**src/timer_control_map.svh**
```systemverilog
`ifndef TIMER_CONTROL_MAP_SVH
`define TIMER_CONTROL_MAP_SVH
`define CTRL_ONE_OFFSET 8'h00
`define RELOAD_ACTIVE_OFFSET 8'h04
`define RELOAD_BUFFER_OFFSET 8'h08
`define IRQ_STATUS_OFFSET 8'h0C
`define IRQ_MASK_OFFSET 8'h10
`define EVENT_CTRL_OFFSET 8'h14
`define CTRL_ONE_RESET 32'h0000_0000
`define CTRL_ONE_WMASK 32'h0000_038F
`define RUN_BIT 0
`define SUPPRESS_BIT 1
`define SOURCE_BIT 2
`define SINGLE_SHOT_BIT 3
`define BUFFER_EN_BIT 7
`define DIV_LSB 8
`define DIV_MSB 9
`define UG_BIT 0
`define IRQ_UPDATE_BIT 0
`define IRQ_HALT_BIT 1
`define IRQ_WIDTH 2
`define RELOAD_WIDTH 16
`define RELOAD_RESET 16'hFFFF
`define DIV_COUNT_WIDTH 2
`define DIV_TWO_LAST 2'h1
`define DIV_FOUR_LAST 2'h3
`endif

```
**src/timer_control_pkg.sv**
```systemverilog
package timer_control_pkg;
   typedef enum logic [1:0] {
      DIV_ONE = 2'b00,
      DIV_TWO = 2'b01,
      DIV_FOUR = 2'b10,
      DIV_RESERVED = 2'b11
   } sampling_div_t;
   typedef enum logic [1:0] {
      BUS_IDLE = 2'b00,
      BUS_WRESP = 2'b01,
      BUS_RRESP = 2'b10
   } bus_state_t;
endpackage : timer_control_pkg
```
**src/reload_holder.sv**
```systemverilog
`timescale 1ns/1ps
`include "timer_control_map.svh"
module reload_holder (
   input wire logic aclk,
   input wire logic aresetn,
   input wire logic buffer_en,
   input wire logic write_en,
   input wire logic [`RELOAD_WIDTH-1:0] write_value,
   input wire logic update_event,
   output logic [`RELOAD_WIDTH-1:0] buffer_value,
   output logic [`RELOAD_WIDTH-1:0] active_value
);
   logic [`RELOAD_WIDTH-1:0] buffer_q;
   logic [`RELOAD_WIDTH-1:0] active_q;

   always_ff @(posedge aclk) begin
      if (!aresetn) begin
         buffer_q <= `RELOAD_RESET;
      end else if (write_en) begin
         buffer_q <= write_value;
      end
   end

   always_ff @(posedge aclk) begin
      if (!aresetn) begin
         active_q <= `RELOAD_RESET;
      end else if (write_en && !buffer_en) begin
         active_q <= write_value;
      end else if (update_event) begin
         active_q <= buffer_q;
      end
   end

   assign buffer_value = buffer_q;
   assign active_value = active_q;
endmodule : reload_holder

```
**src/sampling_divider.sv**
```systemverilog
`timescale 1ns/1ps
`include "timer_control_map.svh"
module sampling_divider
   import timer_control_pkg::*;
(
   input wire logic aclk,
   input wire logic aresetn,
   input wire logic [1:0] div_code,
   output logic sample_tick
);
   logic [`DIV_COUNT_WIDTH-1:0] count_q;
   logic [`DIV_COUNT_WIDTH-1:0] last_count;

   always_comb begin
      case (sampling_div_t'(div_code))
         DIV_TWO: last_count = `DIV_TWO_LAST;
         DIV_FOUR: last_count = `DIV_FOUR_LAST;
         // Reserved code falls back to one kernel period
         default: last_count = 2'h0;
      endcase
   end

   always_ff @(posedge aclk) begin
      if (!aresetn) begin
         count_q <= 2'h0;
      end else if (count_q >= last_count) begin
         count_q <= 2'h0;
      end else begin
         count_q <= count_q + 2'h1;
      end
   end

   assign sample_tick = (count_q >= last_count);
endmodule : sampling_divider

```
**src/timer_control_one.sv**
```systemverilog
`timescale 1ns/1ps
`include "timer_control_map.svh"
module timer_control_one
   import timer_control_pkg::*;
(
   input wire logic aclk,
   input wire logic aresetn,
   input wire logic [7:0] s_axi_awaddr,
   input wire logic s_axi_awvalid,
   output logic s_axi_awready,
   input wire logic [31:0] s_axi_wdata,
   input wire logic [3:0] s_axi_wstrb,
   input wire logic s_axi_wvalid,
   output logic s_axi_wready,
   output logic [1:0] s_axi_bresp,
   output logic s_axi_bvalid,
   input wire logic s_axi_bready,
   input wire logic [7:0] s_axi_araddr,
   input wire logic s_axi_arvalid,
   output logic s_axi_arready,
   output logic [31:0] s_axi_rdata,
   output logic [1:0] s_axi_rresp,
   output logic s_axi_rvalid,
   input wire logic s_axi_rready,
   input wire logic counter_wrap,
   input wire logic slave_update,
   input wire logic slave_reset,
   input wire logic trigger_start,
   output logic counter_run,
   output logic update_event,
   output logic update_request,
   output logic counter_reinit,
   output logic sample_tick,
   output logic [15:0] reload_active,
   output logic irq
);
   logic [31:0] ctrl_q;
   logic [`IRQ_WIDTH-1:0] status_q;
   logic [`IRQ_WIDTH-1:0] mask_q;
   logic aw_held_q;
   logic w_held_q;
   logic [7:0] awaddr_q;
   logic [31:0] wdata_q;
   logic [3:0] wstrb_q;
   logic awready_q;
   logic wready_q;
   logic bvalid_q;
   logic [1:0] bresp_q;
   logic arready_q;
   logic rvalid_q;
   logic [31:0] rdata_q;
   logic [1:0] rresp_q;
   logic update_event_q;
   logic update_request_q;
   logic reinit_q;
   logic tick_q;
   logic irq_q;
   logic tick_raw;
   logic do_write;
   logic [31:0] wmask;
   logic ug_write;
   logic reload_write;
   logic any_update;
   logic hw_halt;
   logic [15:0] reload_buf;
   logic [15:0] reload_act;
   logic [31:0] ctrl_next;
   logic ar_take;
   logic [31:0] read_word;
   logic [1:0] read_resp;

   // Write path: address and data may arrive in either order
   always_ff @(posedge aclk) begin
      if (!aresetn) begin
         aw_held_q <= 1'b0;
      end else if (s_axi_awvalid && awready_q) begin
         aw_held_q <= 1'b1;
      end else if (do_write) begin
         aw_held_q <= 1'b0;
      end
   end

   always_ff @(posedge aclk) begin
      if (!aresetn) begin
         awaddr_q <= 8'h00;
      end else if (s_axi_awvalid && awready_q) begin
         awaddr_q <= s_axi_awaddr;
      end
   end

   always_ff @(posedge aclk) begin
      if (!aresetn) begin
         w_held_q <= 1'b0;
      end else if (s_axi_wvalid && wready_q) begin
         w_held_q <= 1'b1;
      end else if (do_write) begin
         w_held_q <= 1'b0;
      end
   end

   always_ff @(posedge aclk) begin
      if (!aresetn) begin
         wdata_q <= 32'h0000_0000;
         wstrb_q <= 4'h0;
      end else if (s_axi_wvalid && wready_q) begin
         wdata_q <= s_axi_wdata;
         wstrb_q <= s_axi_wstrb;
      end
   end

   assign do_write = aw_held_q && w_held_q && !bvalid_q;

   always_ff @(posedge aclk) begin
      if (!aresetn) begin
         awready_q <= 1'b0;
      end else begin
         awready_q <= !aw_held_q && !(s_axi_awvalid && awready_q) && !bvalid_q;
      end
   end

   // Ready drops the cycle after a handshake so one beat is never taken twice
   always_ff @(posedge aclk) begin
      if (!aresetn) begin
         wready_q <= 1'b0;
      end else begin
         wready_q <= !w_held_q && !(s_axi_wvalid && wready_q) && !bvalid_q;
      end
   end

   always_ff @(posedge aclk) begin
      if (!aresetn) begin
         bvalid_q <= 1'b0;
      end else if (do_write) begin
         bvalid_q <= 1'b1;
      end else if (s_axi_bready) begin
         bvalid_q <= 1'b0;
      end
   end

   always_ff @(posedge aclk) begin
      if (!aresetn) begin
         bresp_q <= 2'b00;
      end else if (do_write) begin
         bresp_q <= (awaddr_q <= `EVENT_CTRL_OFFSET && awaddr_q[1:0] == 2'b00) ? 2'b00 : 2'b10;
      end
   end

   always_comb begin
      wmask = {{8{wstrb_q[3]}}, {8{wstrb_q[2]}}, {8{wstrb_q[1]}}, {8{wstrb_q[0]}}};
   end

   assign ug_write = do_write && awaddr_q == `EVENT_CTRL_OFFSET && wstrb_q[0]
      && wdata_q[`UG_BIT];
   assign reload_write = do_write && awaddr_q == `RELOAD_BUFFER_OFFSET;

   // Update event sources, gated by the suppress bit
   assign any_update = (counter_wrap || ug_write || slave_update)
      && !ctrl_q[`SUPPRESS_BIT];
   assign hw_halt = any_update && ctrl_q[`SINGLE_SHOT_BIT];

   always_comb begin
      ctrl_next = ctrl_q;
      if (do_write && awaddr_q == `CTRL_ONE_OFFSET) begin
         ctrl_next = (ctrl_q & ~(wmask & `CTRL_ONE_WMASK))
            | (wdata_q & wmask & `CTRL_ONE_WMASK);
      end
      if (trigger_start) begin
         ctrl_next[`RUN_BIT] = 1'b1;
      end
      if (hw_halt) begin
         ctrl_next[`RUN_BIT] = 1'b0;
      end
   end

   always_ff @(posedge aclk) begin
      if (!aresetn) begin
         ctrl_q <= `CTRL_ONE_RESET;
      end else begin
         ctrl_q <= ctrl_next;
      end
   end

   always_ff @(posedge aclk) begin
      if (!aresetn) begin
         update_event_q <= 1'b0;
      end else begin
         update_event_q <= any_update;
      end
   end

   always_ff @(posedge aclk) begin
      if (!aresetn) begin
         update_request_q <= 1'b0;
      end else if (ctrl_q[`SOURCE_BIT]) begin
         update_request_q <= counter_wrap && !ctrl_q[`SUPPRESS_BIT];
      end else begin
         update_request_q <= any_update;
      end
   end

   always_ff @(posedge aclk) begin
      if (!aresetn) begin
         reinit_q <= 1'b0;
      end else begin
         reinit_q <= ug_write || slave_reset;
      end
   end

   // Sticky flags: a new event wins over a clear in the same cycle
   always_ff @(posedge aclk) begin
      if (!aresetn) begin
         status_q <= '0;
      end else begin
         status_q <= (status_q & ~((do_write && awaddr_q == `IRQ_STATUS_OFFSET && wstrb_q[0])
            ? wdata_q[`IRQ_WIDTH-1:0] : '0))
            | {hw_halt, update_request_q};
      end
   end

   always_ff @(posedge aclk) begin
      if (!aresetn) begin
         mask_q <= '0;
      end else if (do_write && awaddr_q == `IRQ_MASK_OFFSET && wstrb_q[0]) begin
         mask_q <= wdata_q[`IRQ_WIDTH-1:0];
      end
   end

   always_ff @(posedge aclk) begin
      if (!aresetn) begin
         irq_q <= 1'b0;
      end else begin
         irq_q <= |(status_q & mask_q);
      end
   end

   always_ff @(posedge aclk) begin
      if (!aresetn) begin
         tick_q <= 1'b0;
      end else begin
         tick_q <= tick_raw;
      end
   end

   // Read path, one request at a time
   assign ar_take = s_axi_arvalid && arready_q;

   always_ff @(posedge aclk) begin
      if (!aresetn) begin
         arready_q <= 1'b0;
      end else if (ar_take) begin
         arready_q <= 1'b0;
      end else if (!rvalid_q) begin
         arready_q <= 1'b1;
      end
   end

   always_ff @(posedge aclk) begin
      if (!aresetn) begin
         rvalid_q <= 1'b0;
      end else if (ar_take) begin
         rvalid_q <= 1'b1;
      end else if (s_axi_rready) begin
         rvalid_q <= 1'b0;
      end
   end

   always_comb begin
      read_word = 32'h0000_0000;
      read_resp = 2'b00;
      case (s_axi_araddr)
         `CTRL_ONE_OFFSET: read_word = ctrl_q;
         `RELOAD_ACTIVE_OFFSET: read_word = {16'h0000, reload_act};
         `RELOAD_BUFFER_OFFSET: read_word = {16'h0000, reload_buf};
         `IRQ_STATUS_OFFSET: read_word = {30'h0, status_q};
         `IRQ_MASK_OFFSET: read_word = {30'h0, mask_q};
         `EVENT_CTRL_OFFSET: read_word = 32'h0000_0000;
         default: read_resp = 2'b10;
      endcase
   end

   always_ff @(posedge aclk) begin
      if (!aresetn) begin
         rdata_q <= 32'h0000_0000;
         rresp_q <= 2'b00;
      end else if (ar_take) begin
         rdata_q <= read_word;
         rresp_q <= read_resp;
      end
   end

   sampling_divider u_divider (
      .aclk(aclk),
      .aresetn(aresetn),
      .div_code(ctrl_q[`DIV_MSB:`DIV_LSB]),
      .sample_tick(tick_raw)
   );

   // With buffering on, reload loads only on real update events, so suppression keeps the shadow
   reload_holder u_reload (
      .aclk(aclk),
      .aresetn(aresetn),
      .buffer_en(ctrl_q[`BUFFER_EN_BIT]),
      .write_en(reload_write),
      .write_value(wdata_q[15:0]),
      .update_event(any_update),
      .buffer_value(reload_buf),
      .active_value(reload_act)
   );

   logic [15:0] reload_out_q;
   always_ff @(posedge aclk) begin
      if (!aresetn) begin
         reload_out_q <= `RELOAD_RESET;
      end else begin
         reload_out_q <= reload_act;
      end
   end

   assign counter_run = ctrl_q[`RUN_BIT];
   assign update_event = update_event_q;
   assign update_request = update_request_q;
   assign counter_reinit = reinit_q;
   assign sample_tick = tick_q;
   assign reload_active = reload_out_q;
   assign irq = irq_q;
   assign s_axi_awready = awready_q;
   assign s_axi_wready = wready_q;
   assign s_axi_bvalid = bvalid_q;
   assign s_axi_bresp = bresp_q;
   assign s_axi_arready = arready_q;
   assign s_axi_rvalid = rvalid_q;
   assign s_axi_rdata = rdata_q;
   assign s_axi_rresp = rresp_q;
endmodule : timer_control_one

```
**config.mk**
```make
export PLATFORM = sky130hd
export DESIGN_NAME = timer_control_one
export DESIGN_NICKNAME = d
export VERILOG_FILES = /design/src/timer_control_pkg.sv /design/src/reload_holder.sv /design/src/sampling_divider.sv /design/src/timer_control_one.sv
export VERILOG_INCLUDE_DIRS = /design/src
export SDC_FILE = /design/constraint.sdc
export NUM_CORES = 1
export LEC_CHECK = 0
export ABC_AREA = 1
export BUFFER_PORTS_ARGS = -buffer_cell sky130_fd_sc_hd__buf_2
export CORE_ASPECT_RATIO = 0.5
export CORE_MARGIN = 2
export CORE_UTILIZATION = 45
export DETAILED_ROUTE_END_ITERATION = 12
export HOLD_SLACK_MARGIN = 0.12
export PLACE_DENSITY = 0.76
export SLEW_MARGIN = 20
export SYNTH_ARGS = -nofsm -noshare
export SYNTH_HDL_FRONTEND = slang
export SYNTH_SLANG_ARGS = --single-unit
```
**constraint.sdc**
```tcl
create_clock -name aclk -period 1.85 [get_ports aclk]
set_input_delay 0.185 -clock aclk [delete_from_list [all_inputs] [get_ports aclk]]
set_output_delay 0.185 -clock aclk [all_outputs]
set_load 0.005 [all_outputs]
```
== Yosys cells after proc, flatten, opt, wreduce, memory -nomap -nowiden ==
Index checks and enable logic that the tools add are counted.

* Latch bits: 0
* Bits in writable memories: 0
* Flip-flop bits (word level): 160
* Memories kept: 0
* Input port bits: 63
* Bits in read-only memories: 0
* Output and inout port bits: 63
* Logic and storage cells: 113

* Order comparisons: 2
* Reduce and logical (&&, ||, !) cells: 47
* Multipliers: 0
* Muxes and demuxes: 17
* Equal/unequal tests: 11
* Add/subtract/negate cells: 1
* Bitwise gates (word level): 9
* Shift operators: 0
* Div/mod/pow operators: 0

{| class="wikitable"
|+ Operator list
! cell !! count
|-
| one-hot mux 32 bit (5 select lines) || 1
|-
| AND 32 bit || 1
|-
| == test 8 x 4 -> 1 bit (second input constant) || 4
|-
| == test 8 x 5 -> 1 bit (second input constant) || 4
|-
| 2-to-1 mux 16 bit || 2
|-
| NOT 10 -> 32 bit || 1
|-
| OR 32 x 10 -> 32 bit || 1
|-
| logical AND 1 bit || 23
|-
| zero test 8 bit || 2
|-
| nonzero test 2 bit || 6
|-
| AND 10 bit || 1
|-
| 2-to-1 mux 1 bit || 10
|-
| == test 8 x 3 -> 1 bit (second input constant) || 1
|-
| less-or-equal comparator 8 x 5 -> 1 bit (second input constant) || 1
|-
| OR reduction 2 bit || 4
|-
| zero test 1 bit || 7
|-
| 2-to-1 mux 2 bit || 3
|-
| OR reduction 6 bit || 1
|-
| AND 2 bit || 2
|-
| one-hot mux 2 bit (2 select lines) || 1
|-
| logical OR 1 bit || 3
|-
| adder 2 x 1 -> 2 bit (second input constant) || 1
|-
| == test 2 x 1 -> 1 bit (second input constant) || 1
|-
| == test 2 bit (second input constant) || 1
|-
| other kinds (5) || 5
|}

== Logic depth before layout (Yosys ltp) ==
* Depth after elaboration: 10
* Gate-level depth with buffers: 10
* Gate-level depth less buffers: 9

== Modules after synthesis ==
Synthesis repeated with hierarchy kept, for this count alone.

* Cell total of the unflattened synthesis: 683
* Area total of the unflattened synthesis: 5156.2 sq um

{| class="wikitable"
|+ By module, submodules not included
! module !! seq. area each (sq um) !! cells each !! instances !! area each (sq um)
|-
| timer_control_one || 1661.6 || 470 || 1 || 3558.4
|-
| reload_holder || 640.6 || 195 || 1 || 1462.7
|-
| sampling_divider || 40.0 || 18 || 1 || 135.1
|}

== Worst setup path before layout ==
No wires, ideal clock.

* Path kind: reg-to-reg
* From: reg with a tool-made name
* To: reg tick_q (netlist: sample_tick)
* Data required time: 1742 ps
* Clock period less this slack: 1400 ps
* Cell stages (with the launch flop): 8
* Arrival: 1292 ps
* Path slack: 450 ps
* Buffers on the path: 0
* Setup time: 108 ps
* Cells stage by stage: dfxtp_1 > inv_1 > ha_1 > inv_1 > ha_1 > a211oi_1 > or2_2 > inv_1

{| class="wikitable"
|+ RTL lines
! item !! line !! source
|-
| end signal, assigned || timer_control_one.sv:240 || <nowiki>tick_q <= tick_raw;</nowiki>
|-
| end, declared || timer_control_one.sv:56 || <nowiki>logic tick_q;</nowiki>
|}

== Worst setup path after layout ==
* From: reg arready_q (netlist: s_axi_arready)
* To: reg rresp_q[1] (netlist: s_axi_rresp[1])

* Cells in the longest elaborated chain, start to end: 1

{| class="wikitable"
|+ Ends and longest elaborated chain
! item !! line !! source
|-
| start, declared || timer_control_one.sv:49 || <nowiki>logic arready_q;</nowiki>
|-
| start signal, assigned || timer_control_one.sv:249 || <nowiki>arready_q <= 1'b0;</nowiki>
|-
| start signal, assigned || timer_control_one.sv:251 || <nowiki>arready_q <= 1'b0;</nowiki>
|-
| start signal, assigned || timer_control_one.sv:253 || <nowiki>arready_q <= 1'b1;</nowiki>
|-
| logical AND 1 bit || timer_control_one.sv:245 || <nowiki>assign ar_take = s_axi_arvalid && arready_q;</nowiki>
|-
| end signal, assigned || timer_control_one.sv:287 || <nowiki>rresp_q <= read_resp;</nowiki>
|-
| end, declared || timer_control_one.sv:52 || <nowiki>logic [1:0] rresp_q;</nowiki>
|}

Every way passes these cells.
A chain may end at the register's enable or synchronous reset.

==> qor.yml <==
yosys_warnings: 0
whs_path_depth: 3
final_util_pct: 59.6
rows: 27
viasPerCell: 5.05
drt_pass1_iterations: 6
die_h_um: 78.6
power_w: 0.00666
finalHoldViolCount: 0
clkLatencyLatePin_ns: 0.41
layout_commonest_cell: "nand2_1"
status: "finished, final reports clean"
initial_utilization_pct: 45.9
grt_pass1_wl_mm: 21.7
endpoint_kind: "register"
area_growth_pct: 29.9
worst_pin_slew_ns: 0.501
tns_ns: 0
dp_hpwl_mm: 8.86
drive_gt1_share_pct: 21.3
timing.final.crit_share_pct: 91.5
antenna_found_initial: 0
place.gp.congestion: 0.812
rsz0062_at_grt: "no"
ys_seq_elements: 117
chipWidth_um: 153
nets: 861
ir_drop_mv: 0.600
dieArea_mm2: 0.0120
maxSlewHeadroom_pct: 66.5
finalSetupViolCount: 0
worstHoldEndpoint: "wdata_q[0]$_SDFFE_PN0P_"
min_from: "s_axi_wdata[0]"
yosysUniqueCellTypes: 33
final_max_slew_viol_count: 0
r2r_setup_slack_ns: 0.16
syn-cell-area_mm2: 0.00501
fmax_mhz: 591
grt_pass1_vias: 4335
core_region_area_mm2: 0.0109
numCtsBuffers: 17
io_pins: 126
track_usage_pct: 22.6
fin_hold_ws_ns: 0.132
first_iter_violations: 415
dp_cells: 886
cts.sinks: 117
crit_type: "register to register"
wirelength_mm: 13.1
cts-htree-levels: 4
grt_max_degree: 47
drc: 0
crit_arrival_ns: 1.98
powerDensity_mw_per_mm2: 1020
io_buffers: 89
cts_tree: "built"
leakagePower_nw: 3.04
max_cap_violations: 0
ys_seq_area_share_pct: 46.8
crit_required_ns: 2.14
syn_area_per_cell_um2: 7.46
reg2reg_depth: 5
layout_common_cells: "145 x nand2_1, 117 x dfxtp_1, 111 x nand3_1, 89 x buf_2, 57 x nor2_1"
fin_crit_ns: 1.69
overflow: 0
vias: 4817
clkTransAtPathRegs_ns: 0.06
cp_max_fo: 8
root_buffer: "clkbuf_16"
drt.antenna.violating_nets: 0
hp-class: "input port to register"
cp-start-kind: "register"
wl_per_cell_um: 13.8
diodes: 0
clk_path_buf_depth: 2
postSynthCellCount: 671
skew_ns: 0.00682
timing.rr.end: "s_axi_rresp[1]$_SDFFE_PN0P_"
stdcell_count: 953
r2r-start: "s_axi_arready$_SDFFE_PP0N_"
[cell usage after synthesis]
cell / instances / area share (%)
nor2_4: 1 / 0.22
nand2_4: 2 / 0.45
nor2_8: 1 / 0.40
nor4_1: 2 / 0.25
a211oi_1: 1 / 0.15
nor3_1: 1 / 0.10
nor2_2: 3 / 0.37
nand3_2: 1 / 0.20
nand2_2: 4 / 0.50
xnor2_1: 1 / 0.17
o211ai_1: 4 / 0.60
buf_2: 11 / 1.1
ha_1: 3 / 0.75
nand2_1: 145 / 11
dfxtp_1: 117 / 47
conb_1: 1 / 0.075
a21oi_1: 39 / 3.9
nand4_1: 20 / 2.5
inv_2: 4 / 0.30
nand3_4: 2 / 0.70
o21a_1: 1 / 0.15
or2_2: 14 / 1.7
clkinv_1: 1 / 0.075
o21bai_1: 1 / 0.15
inv_1: 41 / 3.1
a31oi_1: 1 / 0.13
o21ai_0: 38 / 3.8
buf_1: 1 / 0.075
buf_4: 21 / 3.1
nand3_1: 111 / 11
nor2_1: 57 / 4.3
buf_6: 2 / 0.45
clkbuf_1: 19 / 1.4
[worst max path at each step]
stage	startpoint	endpoint	slack (ns)	cells past startpoint
2_1_floorplan	register	sample_tick$_SDFF_PN0_	0.45	7
3_3_place_gp	awaddr_q[0]$_SDFFE_PN0P_	u_reload.active_value[14]$_SDFFE_PN1P_	0.30	7
3_5_place_dp	awaddr_q[0]$_SDFFE_PN0P_	u_reload.active_value[14]$_SDFFE_PN1P_	0.27	7
4_1_cts	s_axi_arready$_SDFFE_PP0N_	s_axi_rresp[1]$_SDFFE_PN0P_	0.05	5
5_1_grt	s_axi_arready$_SDFFE_PP0N_	s_axi_rresp[1]$_SDFFE_PN0P_	0.03	5
6_report	s_axi_arready$_SDFFE_PP0N_	s_axi_rresp[1]$_SDFFE_PN0P_	0.16	5
[worst max-delay path: stages (launching register included)]
cell	delay, ns
dfxtp_1	0.31
nand2_1	0.18
clkinvlp_4	0.23
o21ai_0	0.20
a31oi_1	0.06
dlygate4sd3_1	0.58
[registers in the layout, summed over array words and instances, names as in the netlist, 2 cells and up, named ones only]
| signal | count |
|---|---|
| u_reload.active_value | 16 |
| s_axi_rdata | 16 |
| wstrb_q | 2 |
| u_reload.buffer_value | 16 |
| mask_q | 2 |
| u_divider.count_q | 2 |
| reload_active | 16 |
| status_q | 2 |
| wdata_q | 16 |
| awaddr_q | 8 |
[per-stage QoR]
stage | area (um2) | worst slack (ns)
2_1_floorplan | 5070 | 0.450
3_3_place_gp | 5530 | 0.298
3_5_place_dp | 5530 | 0.269
4_1_cts | 6480 | 0.0504
5_1_grt | 6500 | 0.0333
6_report | 6500 | 0.157
[power breakdown]
group	switching (W)	leakage, nW	internal, W
clock	0.00112	0.311	0.00235
combinational	0.000296	1.77	0.000207
sequential	0.0000725	0.956	0.00262
[layer usage]
metal | up-vias | track usage (%) | routed length [um]
li1 | 2435 | - | -
met1 | 2129 | 34.3 | 6670
met2 | 237 | 31.6 | 5210
met3 | 16 | 5.41 | 1090
met4 | 0 | 6.39 | 159
met5 | - | 0 | 0
[repair_timing]
item / CTS / global route
endpoints found under the setup margin: 0 / 1
hold buffers: 32 / 0
endpoints found under the hold margin: 31 / 0
resized for setup: 0 / 1
setup buffers: 0 / 2
[cell type report]
type / count / area (um2)
fillers: 985 / 4410
flip-flops and latches: 117 / 2340
multi-input cells: 471 / 2240
repair buffers: 141 / 928
clock buffers: 23 / 478
well taps: 145 / 181
inverters: 46 / 176
clock inverters: 9 / 149
repair inverters: 1 / 5.00
[logic make-up after synthesis]
family                   share of synthesized area, %
adder cells (fa/ha/maj)                         0.750
buffers and inverters                            9.65
XOR/XNOR                                        0.175
flip-flops                                       46.8
other                                          0.0749
AO/OA/AOI/OAI                                    8.87
AND/OR/NAND/NOR                                  33.7
No activity file was read; power rests on OpenSTA's default activity.
